### src/hw/cmsc_pkg.sv
/*
 Constants for the commutation method select block: register offset, field
 positions, reset value and decode tables.
 Assumes a 32-bit Avalon-MM register bus with byte addressing.
*/
package cmsc_pkg;
    // ----------------------------------------------------------------
    // Register map
    // ----------------------------------------------------------------
    localparam logic [7:0] TUNING_IDX = 8'h8A;
    localparam logic [9:0] TUNING_ADDR = {TUNING_IDX, 2'b00};
    localparam logic [9:0] STATUS_ADDR = 10'h000;
    localparam logic [31:0] TUNING_RESET = 32'h14000000;
    localparam logic [31:0] TUNING_WMASK = 32'hFFFFFFFF;

    // ----------------------------------------------------------------
    // Field positions (low bit of each field)
    // ----------------------------------------------------------------
    localparam int PARITY_POS = 31;
    localparam int DCNT_POS = 29;
    localparam int DUP_POS = 27;
    localparam int DLO_POS = 25;
    localparam int SLO_POS = 23;
    localparam int SHI_POS = 21;
    localparam int DTLO_POS = 19;
    localparam int DTHI_POS = 17;
    localparam int FALL_POS = 11;
    localparam int RISE_POS = 5;
    localparam int METH_POS = 4;
    localparam int DWIN_POS = 1;
    localparam int DEN_POS = 0;

    // ----------------------------------------------------------------
    // Timing
    // ----------------------------------------------------------------
    localparam int CLK_MHZ = 200;
    localparam int RD_WAIT_CYCLES = 1;

    // Commutation methods, Gray along integration <-> crossing
    typedef enum logic [0:0] {
        CMSC_INTEG = 1'b0,
        CMSC_CROSS = 1'b1
    } cmsc_method_t;

    // Demag sample count per code: 15, 20, 30, 12
    localparam logic [4:0] DCNT_TBL [4] = '{5'h0F, 5'h14, 5'h1E, 5'h0C};
    // Upper bound drop below supply in mV: 90, 120, 150, 180
    localparam logic [7:0] DUP_TBL [4] = '{8'h5A, 8'h78, 8'h96, 8'hB4};
    // Lower bound in mV: 30, 60, 90, 120
    localparam logic [7:0] DLO_TBL [4] = '{8'h1E, 8'h3C, 8'h5A, 8'h78};
    // Sample-count switching limits
    localparam logic [3:0] SLO_TBL [4] = '{4'h3, 4'h4, 4'h6, 4'h8};
    localparam logic [3:0] SHI_TBL [4] = '{4'h4, 4'h6, 4'h8, 4'hA};
    // Duty limits in percent: 12, 15, 18, 20
    localparam logic [6:0] DUTY_TBL [4] = '{7'h0C, 7'h0F, 7'h12, 7'h14};
    // Threshold segment bases and steps
    localparam logic [11:0] THR_STEP1 = 12'h019;
    localparam logic [11:0] THR_STEP2 = 12'h032;
    localparam logic [11:0] THR_STEP3 = 12'h064;
    localparam logic [11:0] THR_STEP4 = 12'h0C8;
    localparam logic [11:0] THR_BASE2 = 12'h320;
    localparam logic [11:0] THR_BASE3 = 12'h640;
    localparam logic [11:0] THR_BASE4 = 12'h960;
    localparam logic [5:0] THR_SEG2 = 6'h20;
    localparam logic [5:0] THR_SEG3 = 6'h30;
    localparam logic [5:0] THR_SEG4 = 6'h38;
endpackage

### src/hw/cmsc_if.sv
/*
 Decoded settings passed from the register file to the method selector.
 Assumes both ends run on the same clock.
*/
`timescale 1ns/1ps
`default_nettype none
interface cmsc_if;
    logic [3:0] sample_count_low_limit;
    logic [3:0] sample_count_high_limit;
    logic [6:0] duty_low_limit;
    logic [6:0] duty_high_limit;
    // ----------------------------------------------------------------
    // Ends
    // ----------------------------------------------------------------
    modport src (
        output sample_count_low_limit,
        output sample_count_high_limit,
        output duty_low_limit,
        output duty_high_limit
    );
    modport dst (
        input sample_count_low_limit,
        input sample_count_high_limit,
        input duty_low_limit,
        input duty_high_limit
    );
endinterface
`default_nettype wire

### src/hw/cmsc_method_sel.sv
/*
 Hysteretic choice between integration and zero-crossing commutation.
 Assumes sample count and duty inputs are synchronous to sys_clk.
*/
`timescale 1ns/1ps
`default_nettype none
module cmsc_method_sel (
    input wire logic sys_clk,
    input wire logic rst,
    input wire logic clk_en,
    cmsc_if.dst cfg,
    input wire logic [7:0] bemf_samples_per_30deg,
    input wire logic [6:0] duty_percent,
    output logic zero_crossing_commutation
);
    cmsc_pkg::cmsc_method_t state_r;
    cmsc_pkg::cmsc_method_t state_nxt;
    logic go_cross;
    logic go_integ;

    // ----------------------------------------------------------------
    // Switching conditions
    // ----------------------------------------------------------------
    // Either quantity falling under its low limit forces crossing
    assign go_cross = (bemf_samples_per_30deg < {4'h0, cfg.sample_count_low_limit})
        || (duty_percent < cfg.duty_low_limit);
    // Return needs both quantities clear of their high limits
    assign go_integ = (bemf_samples_per_30deg > {4'h0, cfg.sample_count_high_limit})
        && (duty_percent > cfg.duty_high_limit);

    // Between the limits the method is held, which gives hysteresis
    always_comb begin
        case (state_r)
            cmsc_pkg::CMSC_INTEG: state_nxt = go_cross ? cmsc_pkg::CMSC_CROSS : state_r;
            cmsc_pkg::CMSC_CROSS: state_nxt = go_integ ? cmsc_pkg::CMSC_INTEG : state_r;
            default: state_nxt = cmsc_pkg::CMSC_INTEG;
        endcase
    end

    // State register, frozen while the clock enable is low
    always_ff @(posedge sys_clk) begin
        if (rst) begin
            state_r <= cmsc_pkg::CMSC_INTEG;
        end else if (clk_en) begin
            state_r <= state_nxt;
        end
    end

    assign zero_crossing_commutation = (state_r == cmsc_pkg::CMSC_CROSS);
endmodule
`default_nettype wire

### src/hw/cmsc_top.sv
/*
 Commutation tuning register with Avalon-MM slave, field decode and the
 hysteretic method selector.
 Assumes a synchronous master on sys_clk; sample and duty inputs are on-clock.
*/
// Notes on behaviour
// - Demag check sample count comes from bits 30-29, codes 0..3 giving 15, 20, 30, 12.
// - Demag upper bound from bits 28-27 is supply minus 90, 120, 150, 180 mV, reset code 2.
// - Demag lower bound from bits 26-25 is 30, 60, 90, 120 mV, reset code 2.
// - Integration switches to crossing when samples per 30 deg fall below 3, 4, 6, 8.
// - Crossing switches to integration when samples per 30 deg exceed 4, 6, 8, 10 and duty is also above its high limit.
// - Integration switches to crossing when duty drops below 12, 15, 18, 20 percent.
// - Crossing switches to integration when duty rises above 12, 15, 18, 20 percent and samples also exceed their high limit.
// - Falling-phase integration limit is bits 16-11, stepping by 25 from zero, then by 50, 100 and 200 from codes 32, 48 and 56.
// - Rising-phase integration limit is bits 10-5, coded like the falling one.
`timescale 1ns/1ps
`default_nettype none
module cmsc_top (
    input wire logic sys_clk,
    input wire logic rst,
    input wire logic clk_en,
    input wire logic [9:0] avs_address,
    input wire logic avs_read,
    input wire logic avs_write,
    input wire logic [31:0] avs_writedata,
    input wire logic [3:0] avs_byteenable,
    output logic [31:0] avs_readdata,
    output logic avs_waitrequest,
    input wire logic [7:0] bemf_samples_per_30deg,
    input wire logic [6:0] duty_percent,
    output logic [4:0] demag_check_sample_count,
    output logic [7:0] demag_upper_bound,
    output logic [7:0] demag_lower_bound,
    output logic [11:0] falling_phase_integ_limit,
    output logic [11:0] rising_phase_integ_limit,
    output logic [1:0] demag_max_window,
    output logic dynamic_demag_enable,
    output logic zero_crossing_commutation
);
    logic [31:0] tuning_r;
    logic rd_done_r;
    logic [31:0] rdata_r;
    logic [4:0] demag_cnt_r;
    logic [7:0] demag_up_r;
    logic [7:0] demag_lo_r;
    logic [11:0] fall_r;
    logic [11:0] rise_r;
    logic zc_sel;
    cmsc_if cfg_bus ();

    // ----------------------------------------------------------------
    // Threshold decode, shared by both phase limits
    // ----------------------------------------------------------------
    // Piecewise-linear steps; multiply by shift-free constants keeps it small
    function automatic logic [11:0] thr_decode(input logic [5:0] code);
        logic [11:0] c;
        c = {6'h00, code};
        if (code < cmsc_pkg::THR_SEG2) begin
            thr_decode = 12'(c * cmsc_pkg::THR_STEP1);
        end else if (code < cmsc_pkg::THR_SEG3) begin
            thr_decode = 12'(cmsc_pkg::THR_BASE2
                + (c - {6'h00, cmsc_pkg::THR_SEG2}) * cmsc_pkg::THR_STEP2);
        end else if (code < cmsc_pkg::THR_SEG4) begin
            thr_decode = 12'(cmsc_pkg::THR_BASE3
                + (c - {6'h00, cmsc_pkg::THR_SEG3}) * cmsc_pkg::THR_STEP3);
        end else begin
            thr_decode = 12'(cmsc_pkg::THR_BASE4
                + (c - {6'h00, cmsc_pkg::THR_SEG4}) * cmsc_pkg::THR_STEP4);
        end
    endfunction

    // ----------------------------------------------------------------
    // Avalon-MM slave
    // ----------------------------------------------------------------
    // Writes finish at once; reads take one extra cycle so data is registered
    assign avs_waitrequest = avs_read && !rd_done_r;

    // Register write with byte lanes; all 32 bits are plain storage
    always_ff @(posedge sys_clk) begin
        if (rst) begin
            tuning_r <= cmsc_pkg::TUNING_RESET;
        end else if (clk_en && avs_write && avs_address == cmsc_pkg::TUNING_ADDR) begin
            for (int b = 0; b < 4; b++) begin
                if (avs_byteenable[b]) begin
                    tuning_r[b*8 +: 8] <= avs_writedata[b*8 +: 8];
                end
            end
        end
    end

    // Read path; unmapped addresses read as zero
    always_ff @(posedge sys_clk) begin
        if (rst) begin
            rd_done_r <= 1'b0;
            rdata_r <= 32'h00000000;
        end else if (clk_en) begin
            rd_done_r <= avs_read && !rd_done_r;
            if (avs_read && !rd_done_r) begin
                case (avs_address)
                    cmsc_pkg::TUNING_ADDR: rdata_r <= tuning_r;
                    cmsc_pkg::STATUS_ADDR: rdata_r <= {31'h00000000, zc_sel};
                    default: rdata_r <= 32'h00000000;
                endcase
            end
        end
    end
    assign avs_readdata = rdata_r;

    // ----------------------------------------------------------------
    // Field decode into registered outputs; window and enable bits pass straight through
    // ----------------------------------------------------------------
    always_ff @(posedge sys_clk) begin
        if (rst) begin
            demag_cnt_r <= 5'h00;
            demag_up_r <= 8'h00;
            demag_lo_r <= 8'h00;
            fall_r <= 12'h000;
            rise_r <= 12'h000;
        end else if (clk_en) begin
            demag_cnt_r <= cmsc_pkg::DCNT_TBL[tuning_r[cmsc_pkg::DCNT_POS +: 2]];
            demag_up_r <= cmsc_pkg::DUP_TBL[tuning_r[cmsc_pkg::DUP_POS +: 2]];
            demag_lo_r <= cmsc_pkg::DLO_TBL[tuning_r[cmsc_pkg::DLO_POS +: 2]];
            fall_r <= thr_decode(tuning_r[cmsc_pkg::FALL_POS +: 6]);
            rise_r <= thr_decode(tuning_r[cmsc_pkg::RISE_POS +: 6]);
        end
    end
    assign demag_check_sample_count = demag_cnt_r;
    assign demag_upper_bound = demag_up_r;
    assign demag_lower_bound = demag_lo_r;
    assign falling_phase_integ_limit = fall_r;
    assign rising_phase_integ_limit = rise_r;
    assign demag_max_window = tuning_r[cmsc_pkg::DWIN_POS +: 2];
    assign dynamic_demag_enable = tuning_r[cmsc_pkg::DEN_POS];

    // ----------------------------------------------------------------
    // Method selection
    // ----------------------------------------------------------------
    // Limits are combinational table lookups; they change only on writes
    assign cfg_bus.sample_count_low_limit = cmsc_pkg::SLO_TBL[tuning_r[cmsc_pkg::SLO_POS +: 2]];
    assign cfg_bus.sample_count_high_limit = cmsc_pkg::SHI_TBL[tuning_r[cmsc_pkg::SHI_POS +: 2]];
    assign cfg_bus.duty_low_limit = cmsc_pkg::DUTY_TBL[tuning_r[cmsc_pkg::DTLO_POS +: 2]];
    assign cfg_bus.duty_high_limit = cmsc_pkg::DUTY_TBL[tuning_r[cmsc_pkg::DTHI_POS +: 2]];

    cmsc_method_sel u_sel (
        .sys_clk(sys_clk),
        .rst(rst),
        .clk_en(clk_en),
        .cfg(cfg_bus),
        .bemf_samples_per_30deg(bemf_samples_per_30deg),
        .duty_percent(duty_percent),
        .zero_crossing_commutation(zc_sel)
    );
    assign zero_crossing_commutation = zc_sel;
endmodule
`default_nettype wire
### config.mk
export PLATFORM = sky130hd
export DESIGN_NAME = cmsc_top
export DESIGN_NICKNAME = d
export VERILOG_FILES = /design/src/hw/cmsc_pkg.sv /design/src/hw/cmsc_if.sv /design/src/hw/cmsc_method_sel.sv /design/src/hw/cmsc_top.sv
export SDC_FILE = /design/constraint.sdc
export NUM_CORES = 1
export LEC_CHECK = 0
export BUFFER_PORTS_ARGS = -buffer_cell sky130_fd_sc_hd__buf_2
export CAP_MARGIN = 40
export CORE_UTILIZATION = 52
export CTS_CLUSTER_DIAMETER = 50
export DETAILED_ROUTE_END_ITERATION = 7
export PLACE_DENSITY = 0.84
export SLEW_MARGIN = 5
export SYNTH_ARGS = -nofsm -noshare
export SYNTH_HDL_FRONTEND = slang
export SYNTH_SLANG_ARGS = --single-unit
### constraint.sdc
create_clock -name sys_clk -period 3.37 [get_ports sys_clk]
set_clock_uncertainty 0.1 [all_clocks]
set_input_delay 0.337 -clock sys_clk [delete_from_list [all_inputs] [get_ports sys_clk]]
set_output_delay 0.337 -clock sys_clk [all_outputs]
set_load 0.1 [all_outputs]
==> results of run 1 <==
[power breakdown]
group / leakage, nW / switching, W / internal, W
Clock: 0.147 / 0.000558 / 0.000533
Combinational: 4.48 / 0.000238 / 0.0000715
Sequential: 0.842 / 0.00000943 / 0.00122
Total: 5.47 / 0.000806 / 0.00183
[timing repair]
item | CTS | global route
resized for setup | 21 | 37
gates cloned | 0 | 0
endpoints found under the setup margin | 5 | 8
pin swaps | 9 | 22
buffers inserted | 6 | 5
[placed cells by master (no fill, tap or decap), drive strengths merged, types with 9 or more instances in the layout]
cell / instances
a211oi: 13
a21o: 19
a21oi: 45
a22oi: 31
buf: 229
clkbuf: 9
dfxtp: 103
fa: 17
ha: 146
inv: 87
mux2i: 48
nand2: 45
nand2b: 14
nand3: 9
nor2: 112
nor3: 15
o211ai: 17
o21ai: 24
xnor2: 56
xor2: 31
[worst min path at each step]
stage,from,endpoint,slack [ns]
detailed placement,falling_phase_integ_limit[2],falling_phase_integ_limit[2],0.36
CTS,avs_writedata[29],tuning_r[29],0.1
global placement,falling_phase_integ_limit[2],falling_phase_integ_limit[2],0.36
global route,avs_writedata[29],tuning_r[29],0.11
floorplan,tuning_r[31],tuning_r[31],0.36
finish,avs_writedata[2],tuning_r[2],0.10
[registers in the layout (all words and copies together), names as in the netlist]
name	flops
rd_done_r	1
tuning_r	32
demag_check_sample_count	5
falling_phase_integ_limit	12
avs_readdata	32
demag_upper_bound	4
demag_lower_bound	4
u_sel.zero_crossing_commutation	1
rising_phase_integ_limit	12
[cell type report]
cell class | count | area [sq um] | share of cell area, %
Timing Repair Buffer | 229 | 1370 | 12.8
Clock buffer | 9 | 225 | 2.09
Inverter | 84 | 324 | 3.01
Multi-Input combinational cell | 740 | 6400 | 59.4
Sequential cell | 103 | 2100 | 19.5
Clock inverter | 7 | 82.6 | 0.767
Tap cell | 216 | 270 | 2.51
[Yosys cell counts, drive strengths merged, types with 5 or more instances]
cell type,instances,area [sq um]
and2,5,31.3
mux2i,48,480
fa,17,340
o21bai,6,45.0
dfxtp,103,2060
a21oi,45,229
o21a,5,37.5
xnor2,56,498
nand3,9,45.0
buf,21,151
nand2,45,179
o221ai,5,43.8
a22oi,31,233
or2,6,37.5
nand2b,14,87.6
o211ai,17,133
inv,83,312
nor2b,8,50.1
o211a,8,80.1
a21o,19,144
a211oi,13,97.6
xor2,31,279
nor2,112,423
ha,146,1830
o21ai,24,120
nor3,15,96.4
clkbuf,27,101
[per-layer routing]
metal	routed length (um)	track usage [%]
met1	10400	35.0
met2	12200	47.8
met3	1910	6.07
met4	810	8.92
met5	0	0
[cell families after synthesis]
| group | after synthesis | synth area share (%) |
|---|---|---|
| simple gates | 235 | 12.9 |
| compound gates | 204 | 16.8 |
| fa+ha+maj | 163 | 25.2 |
| buf+inv | 132 | 6.59 |
| flops | 103 | 23.9 |
| xor+xnor | 87 | 9.02 |
| mux | 48 | 5.58 |
| other cells | 1 | 0.0435 |
[stage by stage]
step | power (W) | setup TNS, ns
global placement | 0.00157 | -0.0214
detailed placement | 0.00157 | -0.229
CTS | 0.00264 | -0.00290
global route | 0.00271 | -0.874
floorplan | 0.00150 | 0
finish | 0.00264 | -0.285
[worst max-delay path: cells and delay by family (launching register included)]
kind,cells,cell delay (ns)
compound gates,5,0.72
xor+xnor,1,0.32
fa+ha+maj,4,1.54
flops,1,0.38
simple gates,1,0.29
==> flow_metrics.env, run 1 <==
export IMPL_status="complete, but fails checks"
export IMPL_violations="setup timing"
export IMPL_grt_pass1_vias=7481
export IMPL_drive_above_1_share_pct=28.7
export IMPL_crit_fanout=6
export IMPL_first_pass_iters=5
export IMPL_die_y_um=131
export IMPL_whs_ns=0.101
export IMPL_fin_cells=1388
export IMPL_viasPerCell=5.65
export IMPL_peakVddDrop_uv=329
export IMPL_utilization_pct=67.3
export IMPL_powerDensity_nw_per_um2=245
export IMPL_r2r_cells=11
export IMPL_antenna_found_initial=0
export IMPL_worst_pin_slew_ns=0.725
export IMPL_htreeDepth=3
export IMPL_clock_path_buffers=2
export IMPL_timing_rr_end="falling_phase_integ_limit[10]"
export IMPL_wl_mm=25.3
export IMPL_synth_distinct_cells=72
export IMPL_grt_max_degree=61
export IMPL_timing_final_crit_share_pct=103
export IMPL_drcViolationCount=0
export IMPL_ys_seq_area_share_pct=23.9
export IMPL_hold_depth=3
export IMPL_die_w_um=131
export IMPL_grt_pass1_wl_mm=37.2
export IMPL_synth_seq_cells=103
export IMPL_hold_viol_final=0
export IMPL_worstSkewPairLatency_ns=0.36
export IMPL_track_usage_pct=28.0
export IMPL_cts_sinks=103
export IMPL_critPathArrivalTime_ns=3.62
export IMPL_cts_buffers=9
export IMPL_core_area_sq_um=16000
export IMPL_slowest_stage="fa_1"
export IMPL_dp_cells=1361
export IMPL_clockRootBuffer="clkbuf_16"
export IMPL_relSlewSlack_pct=51.5
export IMPL_drtAntennaViolNets=0
export IMPL_cp_endpoint="falling_phase_integ_limit[10]"
export IMPL_dpl_worst_slack_ns=-0.0949
export IMPL_ios=148
export IMPL_min_period_ns=3.49
export IMPL_worstSetupPathType="reg -> reg"
export IMPL_crit_chain="ha_1, ha_2, ha_1, fa_1, xor2_2, and2_1, o21ai_0, a211oi_1, o32ai_1, a21oi_1, o211ai_1"
export IMPL_worst_setup_path_end_kind="register"
export IMPL_start_kind="register"
export IMPL_max_freq_mhz=287
export IMPL_cts_tree="yes"
export IMPL_cts_clk_slew_worst_paths_ns=0.09
export IMPL_gr_total_overflow=0
export IMPL_crit_path_max_incr_delay_ns=0.55
export IMPL_syn_area_per_cell_sq_um=8.85
export IMPL_required_ns=3.50
export IMPL_n_fill_cell=1200
export IMPL_yosysWarnings=0
export IMPL_die_area_sq_um=17100
export IMPL_hpwl_mm=17.7
export IMPL_hold_path_class="in -> reg"
export IMPL_port_buffer_count=144
export IMPL_place_area_sq_um=10000
export IMPL_cp_startpoint="tuning_r[13]"
export IMPL_synthArstFlopShare_pct=0
export IMPL_gp_congestion=0.934
export IMPL_rsz0062_at_grt="yes"
export IMPL_synth_edf_count=0
export IMPL_start_util_pct=53.8
export IMPL_slew_viol_final=0
export IMPL_final_area_sq_um=10800
export IMPL_leakagePower_nw=5.47
export IMPL_num_rows=46
export IMPL_drtIter0Drc=444
export IMPL_synth_main_ff_cell="dfxtp_1"
export IMPL_num_antenna_cells=0
export IMPL_synth_area_sq_um=8610
export IMPL_num_nets_final=1396
export IMPL_syn_inst=973
export IMPL_setup_slack_ns=-0.117
export IMPL_rr_startpoint="tuning_r[13]"
export IMPL_crit_top_cell="ha_1"
export IMPL_finalSetupViolCount=4
export IMPL_vias=7836
export IMPL_drv_cap=0
export IMPL_cts_hold_fix_buffers=0
export IMPL_syn2layout_area_growth_pct=25.1
export IMPL_rrSetupSlack_ns=-0.12
export IMPL_wl_per_cell_um=18.2
(Power assumes the default switching activity.)
==> run 2, diff against run 1 <==
--- a/config.mk
+++ b/config.mk
@@ -7,10 +7,11 @@
 export LEC_CHECK = 0
 export BUFFER_PORTS_ARGS = -buffer_cell sky130_fd_sc_hd__buf_2
 export CAP_MARGIN = 40
-export CORE_UTILIZATION = 52
+export CORE_UTILIZATION = 39
 export CTS_CLUSTER_DIAMETER = 50
 export DETAILED_ROUTE_END_ITERATION = 7
-export PLACE_DENSITY = 0.84
+export PLACE_DENSITY = 0.67
+export RECOVER_POWER = 100
 export SLEW_MARGIN = 5
 export SYNTH_ARGS = -nofsm -noshare
 export SYNTH_HDL_FRONTEND = slang
==> run 2 against run 1 <==
  * The run now ends clean
  * Core utilization fell by 16 points
  * Final cell count is 5.3% higher
  * Clock-buffer cell count rose by 1
  * Critical path type unchanged
  * Critical endpoint unchanged
  * Largest cell class unchanged
  * Largest power group unchanged
==> flow_metrics.env, run 2 (synthesized netlist as in run 1, its figures left out) <==
export IMPL_status="finished clean"
export IMPL_die_area_sq_um=22700
export IMPL_powerDensity_nw_per_um2=232
export IMPL_crit_top_cell="ha_4"
export IMPL_antenna_found_initial=0
export IMPL_max_freq_mhz=301
export IMPL_dp_cells=1434
export IMPL_num_rows=54
export IMPL_worstSetupPathType="reg -> reg"
export IMPL_worst_pin_slew_ns=1.25
export IMPL_clockRootBuffer="clkbuf_16"
export IMPL_crit_fanout=3
export IMPL_grt_pass1_wl_mm=37.1
export IMPL_clock_path_buffers=2
export IMPL_required_ns=3.55
export IMPL_slew_viol_final=0
export IMPL_gr_total_overflow=0
export IMPL_slowest_stage="dfxtp_4"
export IMPL_cts_tree="yes"
export IMPL_ios=148
export IMPL_grt_max_degree=52
export IMPL_min_period_ns=3.32
export IMPL_timing_final_crit_share_pct=98.5
export IMPL_critPathArrivalTime_ns=3.50
export IMPL_relSlewSlack_pct=17.0
export IMPL_drv_cap=0
export IMPL_peakVddDrop_uv=211
export IMPL_finalSetupViolCount=0
export IMPL_cts_clk_slew_worst_paths_ns=0.08
export IMPL_start_util_pct=39.6
export IMPL_vias=7597
export IMPL_htreeDepth=3
export IMPL_n_fill_cell=2035
export IMPL_drcViolationCount=0
export IMPL_hold_path_class="in -> reg"
export IMPL_port_buffer_count=144
export IMPL_final_area_sq_um=11200
export IMPL_rsz0062_at_grt="yes"
export IMPL_wl_per_cell_um=16.5
export IMPL_whs_ns=0.0972
export IMPL_leakagePower_nw=5.22
export IMPL_layout_common_cells="nor2_1 (111), ha_1 (106), dfxtp_1 (92)"
export IMPL_die_w_um=151
export IMPL_cts_sinks=103
export IMPL_worstSkewPairLatency_ns=0.36
export IMPL_fin_cells=1462
export IMPL_start_kind="register"
export IMPL_wl_mm=24.1
export IMPL_drtAntennaViolNets=0
export IMPL_hold_viol_final=0
export IMPL_worst_setup_path_end_kind="register"
export IMPL_cts_buffers=9
export IMPL_num_antenna_cells=0
export IMPL_syn2layout_area_growth_pct=29.7
export IMPL_layout_commonest_cell="nor2_1"
export IMPL_track_usage_pct=20.8
export IMPL_crit_chain="inv_4, ha_4, inv_2, ha_4, xor2_4, ha_4, ha_4, nor2b_1, o21a_1, or3_4, a211oi_2, xor2_1, or3_1, o211ai_1"
export IMPL_crit_path_max_incr_delay_ns=0.37
export IMPL_viasPerCell=5.20
export IMPL_die_y_um=151
export IMPL_drtIter0Drc=309
export IMPL_first_pass_iters=5
export IMPL_cp_top_family="adder cells"
export IMPL_num_nets_final=1406
export IMPL_cp_num_buf_inv=2
export IMPL_hpwl_mm=17.9
export IMPL_drive_above_1_share_pct=25.2
export IMPL_place_area_sq_um=10200
export IMPL_setup_tns_ns=0
export IMPL_gp_congestion=0.894
export IMPL_core_area_sq_um=21800
export IMPL_grt_pass1_vias=7370
run 2: changes by cell type in the layout (fill, tap and decap cells not counted), sizes merged:
cell / change
buf: -72
clkinvlp: -1
clkbuf: +83
run 2: tightest hold or removal path, cell delays in order:
cell	delay [ns]
buf_2	0.07
mux2i_1	0.05
nor2_1	0.07
run 2: power breakdown:
group | switching (W) | internal (W) | total (W)
sequential | 0.00000968 | 0.00122 | 0.00123
clock | 0.000536 | 0.000524 | 0.00106
combinational | 0.000237 | 0.0000652 | 0.000303
run 2: path summary, 6_finish.rpt:
kind	start	endpoint	slack (ns)	cells past startpoint
setup / recovery	tuning_r[14]	falling_phase_integ_limit[10]	0.05	14
hold / removal	avs_writedata[18]	tuning_r[18]	0.1	3
setup reg to reg	tuning_r[14]	falling_phase_integ_limit[10]	0.05	14
hold reg to reg	rising_phase_integ_limit[10]	rising_phase_integ_limit[10]	0.36	2
run 2: per-layer routing:
layer / vias to the layer above / part of all wire (%) / wire length, um / global-route usage (%)
li1: 3771 / - / - / -
met1: 3577 / 44 / 10700 / 26.3
met2: 210 / 47 / 11300 / 34.7
met3: 39 / 6.4 / 1550 / 6.00
met4: 0 / 2.3 / 561 / 4.90
met5: - / 0 / 0 / 0
run 2: timing repair:
item | in CTS | in global routing
hold buffers | 0 | 0
setup buffers | 3 | 9
pin swaps | 10 | 44
resized for setup | 31 | 86
hold endpoints to repair | 0 | 0
cloned | 0 | 0
setup endpoints to repair | 7 | 9
run 2: final cells by class:
type,count,area (sq um),area share (%)
well taps,280,350,3.14
flip-flops and latches,103,2100,18.8
clock inverters,6,62.6,0.560
repair buffers,239,1350,12.1
clock buffers,10,229,2.05
multi-input cells,740,6760,60.5
inverters,84,327,2.92
run 2: through the flow:
stage / power, W / setup slack, ns / utilization [%]
2_1_floorplan: 0.00150 / 0.00188 / -
5_1_grt: 0.00269 / -0.0763 / 51.4
3_3_place_gp: 0.00157 / -0.0902 / 46.8
4_1_cts: 0.00264 / -0.0152 / 49.1
3_5_place_dp: 0.00157 / -0.124 / 46.8
6_report: 0.00260 / 0.0497 / 51.4
==> run 3, diff against run 2 <==
--- a/config.mk
+++ b/config.mk
@@ -5,8 +5,10 @@
 export SDC_FILE = /design/constraint.sdc
 export NUM_CORES = 1
 export LEC_CHECK = 0
+export ABC_AREA = 1
 export BUFFER_PORTS_ARGS = -buffer_cell sky130_fd_sc_hd__buf_2
 export CAP_MARGIN = 40
+export CORE_MARGIN = 3
 export CORE_UTILIZATION = 39
 export CTS_CLUSTER_DIAMETER = 50
 export DETAILED_ROUTE_END_ITERATION = 7
==> run 3 against run 2 <==
  * The run now ends with capacitance limit, slew limit left
  * Register-to-register slack improved by 0.09 ns
  * Sequential power about the same
  * Core utilization decreased by 2.4 points
  * Largest cell class unchanged
  * Highest routed layer unchanged
==> flow_metrics.env, run 3 <==
export IMPL_cp_top_family="adder cells"
export IMPL_layout_common_cells="nand2_1 (295), inv_1 (145), ha_1 (117)"
export IMPL_cp_num_buf_inv=3
export IMPL_wl_mm=26.8
export IMPL_worstSetupPathType="reg -> reg"
export IMPL_grt_pass1_wl_mm=41.0
export IMPL_cts_buffers=9
export IMPL_setup_slack_ns=0.141
export IMPL_wl_per_cell_um=15.7
export IMPL_syn2layout_area_growth_pct=20.8
export IMPL_synth_main_ff_cell="dfxtp_1"
export IMPL_whs_ns=0.0829
export IMPL_num_rows=54
export IMPL_syn_inst=1240
export IMPL_timing_final_crit_share_pct=95.8
export IMPL_syn_area_per_cell_sq_um=7.27
export IMPL_hold_path_class="in -> reg"
export IMPL_die_y_um=158
export IMPL_num_nets_final=1649
export IMPL_clock_path_buffers=2
export IMPL_synth_edf_count=0
export IMPL_gp_congestion=0.894
export IMPL_finalSetupViolCount=0
export IMPL_final_area_sq_um=10900
export IMPL_violations="capacitance limit, slew limit"
export IMPL_num_antenna_cells=0
export IMPL_dpl_worst_slack_ns=-0.0681
export IMPL_max_freq_mhz=310
export IMPL_grt_max_degree=49
export IMPL_clockRootBuffer="clkbuf_16"
export IMPL_cts_sinks=103
export IMPL_synth_area_sq_um=9010
export IMPL_port_buffer_count=144
export IMPL_drive_above_1_share_pct=17.0
export IMPL_yosysMostFrequentCell="nand2_1"
export IMPL_synthArstFlopShare_pct=0
export IMPL_yosysWarnings=0
export IMPL_crit_path_max_incr_delay_ns=0.32
export IMPL_die_w_um=158
export IMPL_layout_commonest_cell="nand2_1"
export IMPL_powerDensity_nw_per_um2=249
export IMPL_synth_seq_cells=103
export IMPL_rrSetupSlack_ns=0.14
export IMPL_cts_clk_slew_worst_paths_ns=0.07
export IMPL_drtIter0Drc=561
export IMPL_critPathArrivalTime_ns=3.41
export IMPL_core_area_sq_um=22200
export IMPL_place_area_sq_um=10300
export IMPL_synth_top_cell_by_area="dfxtp_1"
export IMPL_start_kind="register"
export IMPL_slowest_stage="dfxtp_1"
export IMPL_drv_cap=1
export IMPL_leakagePower_nw=5.25
export IMPL_slew_viol_final=35
export IMPL_antenna_found_initial=0
export IMPL_vias=8783
export IMPL_gr_total_overflow=0
export IMPL_synth_distinct_cells=50
export IMPL_cts_tree="yes"
export IMPL_status="complete, but fails checks"
export IMPL_worstSkewPairLatency_ns=0.35
export IMPL_drtAntennaViolNets=0
export IMPL_hold_viol_final=0
export IMPL_die_area_sq_um=25000
export IMPL_yosys_top_cells_count="nand2_1 (299), inv_1 (153), ha_1 (146), dfxtp_1 (103), a21oi_1 (98)"
export IMPL_peakVddDrop_uv=221
export IMPL_yosysTopAreaCellShare_pct=22.9
export IMPL_start_util_pct=40.5
export IMPL_min_period_ns=3.23
export IMPL_crit_top_cell="nand2_1"
export IMPL_yosys_top_cells_area="dfxtp_1 (23%), ha_1 (20%), nand2_1 (12%)"
export IMPL_crit_fanout=4
export IMPL_relSlewSlack_pct=-16.7
export IMPL_drcViolationCount=0
export IMPL_htreeDepth=3
export IMPL_viasPerCell=5.15
export IMPL_hpwl_mm=20.6
export IMPL_worst_setup_path_end_kind="register"
export IMPL_worst_pin_slew_ns=1.75
export IMPL_track_usage_pct=20.3
export IMPL_ys_seq_area_share_pct=22.9
export IMPL_grt_pass1_vias=8373
export IMPL_ios=148
export IMPL_first_pass_iters=5
export IMPL_required_ns=3.55
export IMPL_crit_chain="inv_1, ha_4, buf_4, ha_1, xor2_1, ha_1, a31o_2, ha_4, nand2_1, inv_1, nand4_1, nor2b_1, nand2_1, nand2_1, nand2_1, nand2_1, nand2_1, nand2_1, nand2_1, nand2_1, a21oi_1"
[run 3: changes by cell type after synthesis, sizes merged, moves of 31 or more]
cell,before,now
nand2,45,303
nand3,9,80
mux2i,48,0
xnor2,56,12
a21oi,45,98
a22oi,31,0
o21ai,24,59
inv,83,156
[run 3: through the flow]
| stage | power (W) | setup TNS [ns] | std cells | utilization, % |
|---|---|---|---|---|
| after CTS | 0.00274 | 0 | 1695 | 48.1 |
| final | 0.00271 | 0 | 1705 | 49.0 |
| after floorplan | 0.00156 | 0 | 1242 | - |
| after global placement | 0.00165 | -0.0355 | 1677 | 46.3 |
| after detailed placement | 0.00166 | -0.0681 | 1679 | 46.5 |
| after global routing | 0.00280 | -0.0865 | 1705 | 49.0 |
[run 3: area by class of cell]
class,count,area (sq um)
clock buffers,10,239
inverters,157,593
clock inverters,6,66.3
flip-flops and latches,103,2080
fillers,2205,11300
well taps,280,350
multi-input cells,935,6390
repair buffers,214,1170
[run 3: what timing repair did]
| item | in CTS | in global routing |
|---|---|---|
| hold buffers | 0 | 0 |
| endpoints found under the setup margin | 3 | 9 |
| buffers inserted | 0 | 10 |
| pin swaps | 0 | 15 |
| cloned | 0 | 0 |
| resized for setup | 8 | 73 |
[run 3: cell families after synthesis]
logic type / share of synthesized area, %
AO/OA/AOI/OAI: 15.5
XOR/XNOR: 3.60
adder cells (fa/ha/maj): 24.1
buffers and inverters: 9.35
flip-flops: 22.9
other: 0.0416
AND/OR/NAND/NOR: 24.6
[run 3: where the power goes]
part	switching, W	total, W	internal (W)
Sequential	0.0000126	0.00125	0.00124
Clock	0.000493	0.00109	0.000601
Combinational	0.000297	0.000366	0.0000690
Total	0.000803	0.00271	0.00191
[run 3: final timing paths]
kind,start,to,depth (start not counted)
setup / recovery,tuning_r[9],rising_phase_integ_limit[11],21
hold / removal,avs_writedata[28],tuning_r[28],3
setup reg to reg,tuning_r[9],rising_phase_integ_limit[11],21
hold reg to reg,tuning_r[3],avs_readdata[3],2
[run 3: routing by layer]
metal  GRT usage, %  part of all wire, %  routed length, um
met1           26.3                   44              11700
met2           35.1                   48              13000
met3           2.68                  4.7               1260
met4           6.19                  3.1                820
met5              0                    0                  0
[run 3: worst reg2reg max path, delay by kind of cell, from the launching register on]
kind,cells,cell delay (ns)
flip-flops,1,0.32
XOR/XNOR,1,0.18
AND/OR/NAND/NOR,11,0.80
adder cells (fa/ha/maj),4,1.04
buffers and inverters,3,0.38
AO/OA/AOI/OAI,2,0.33
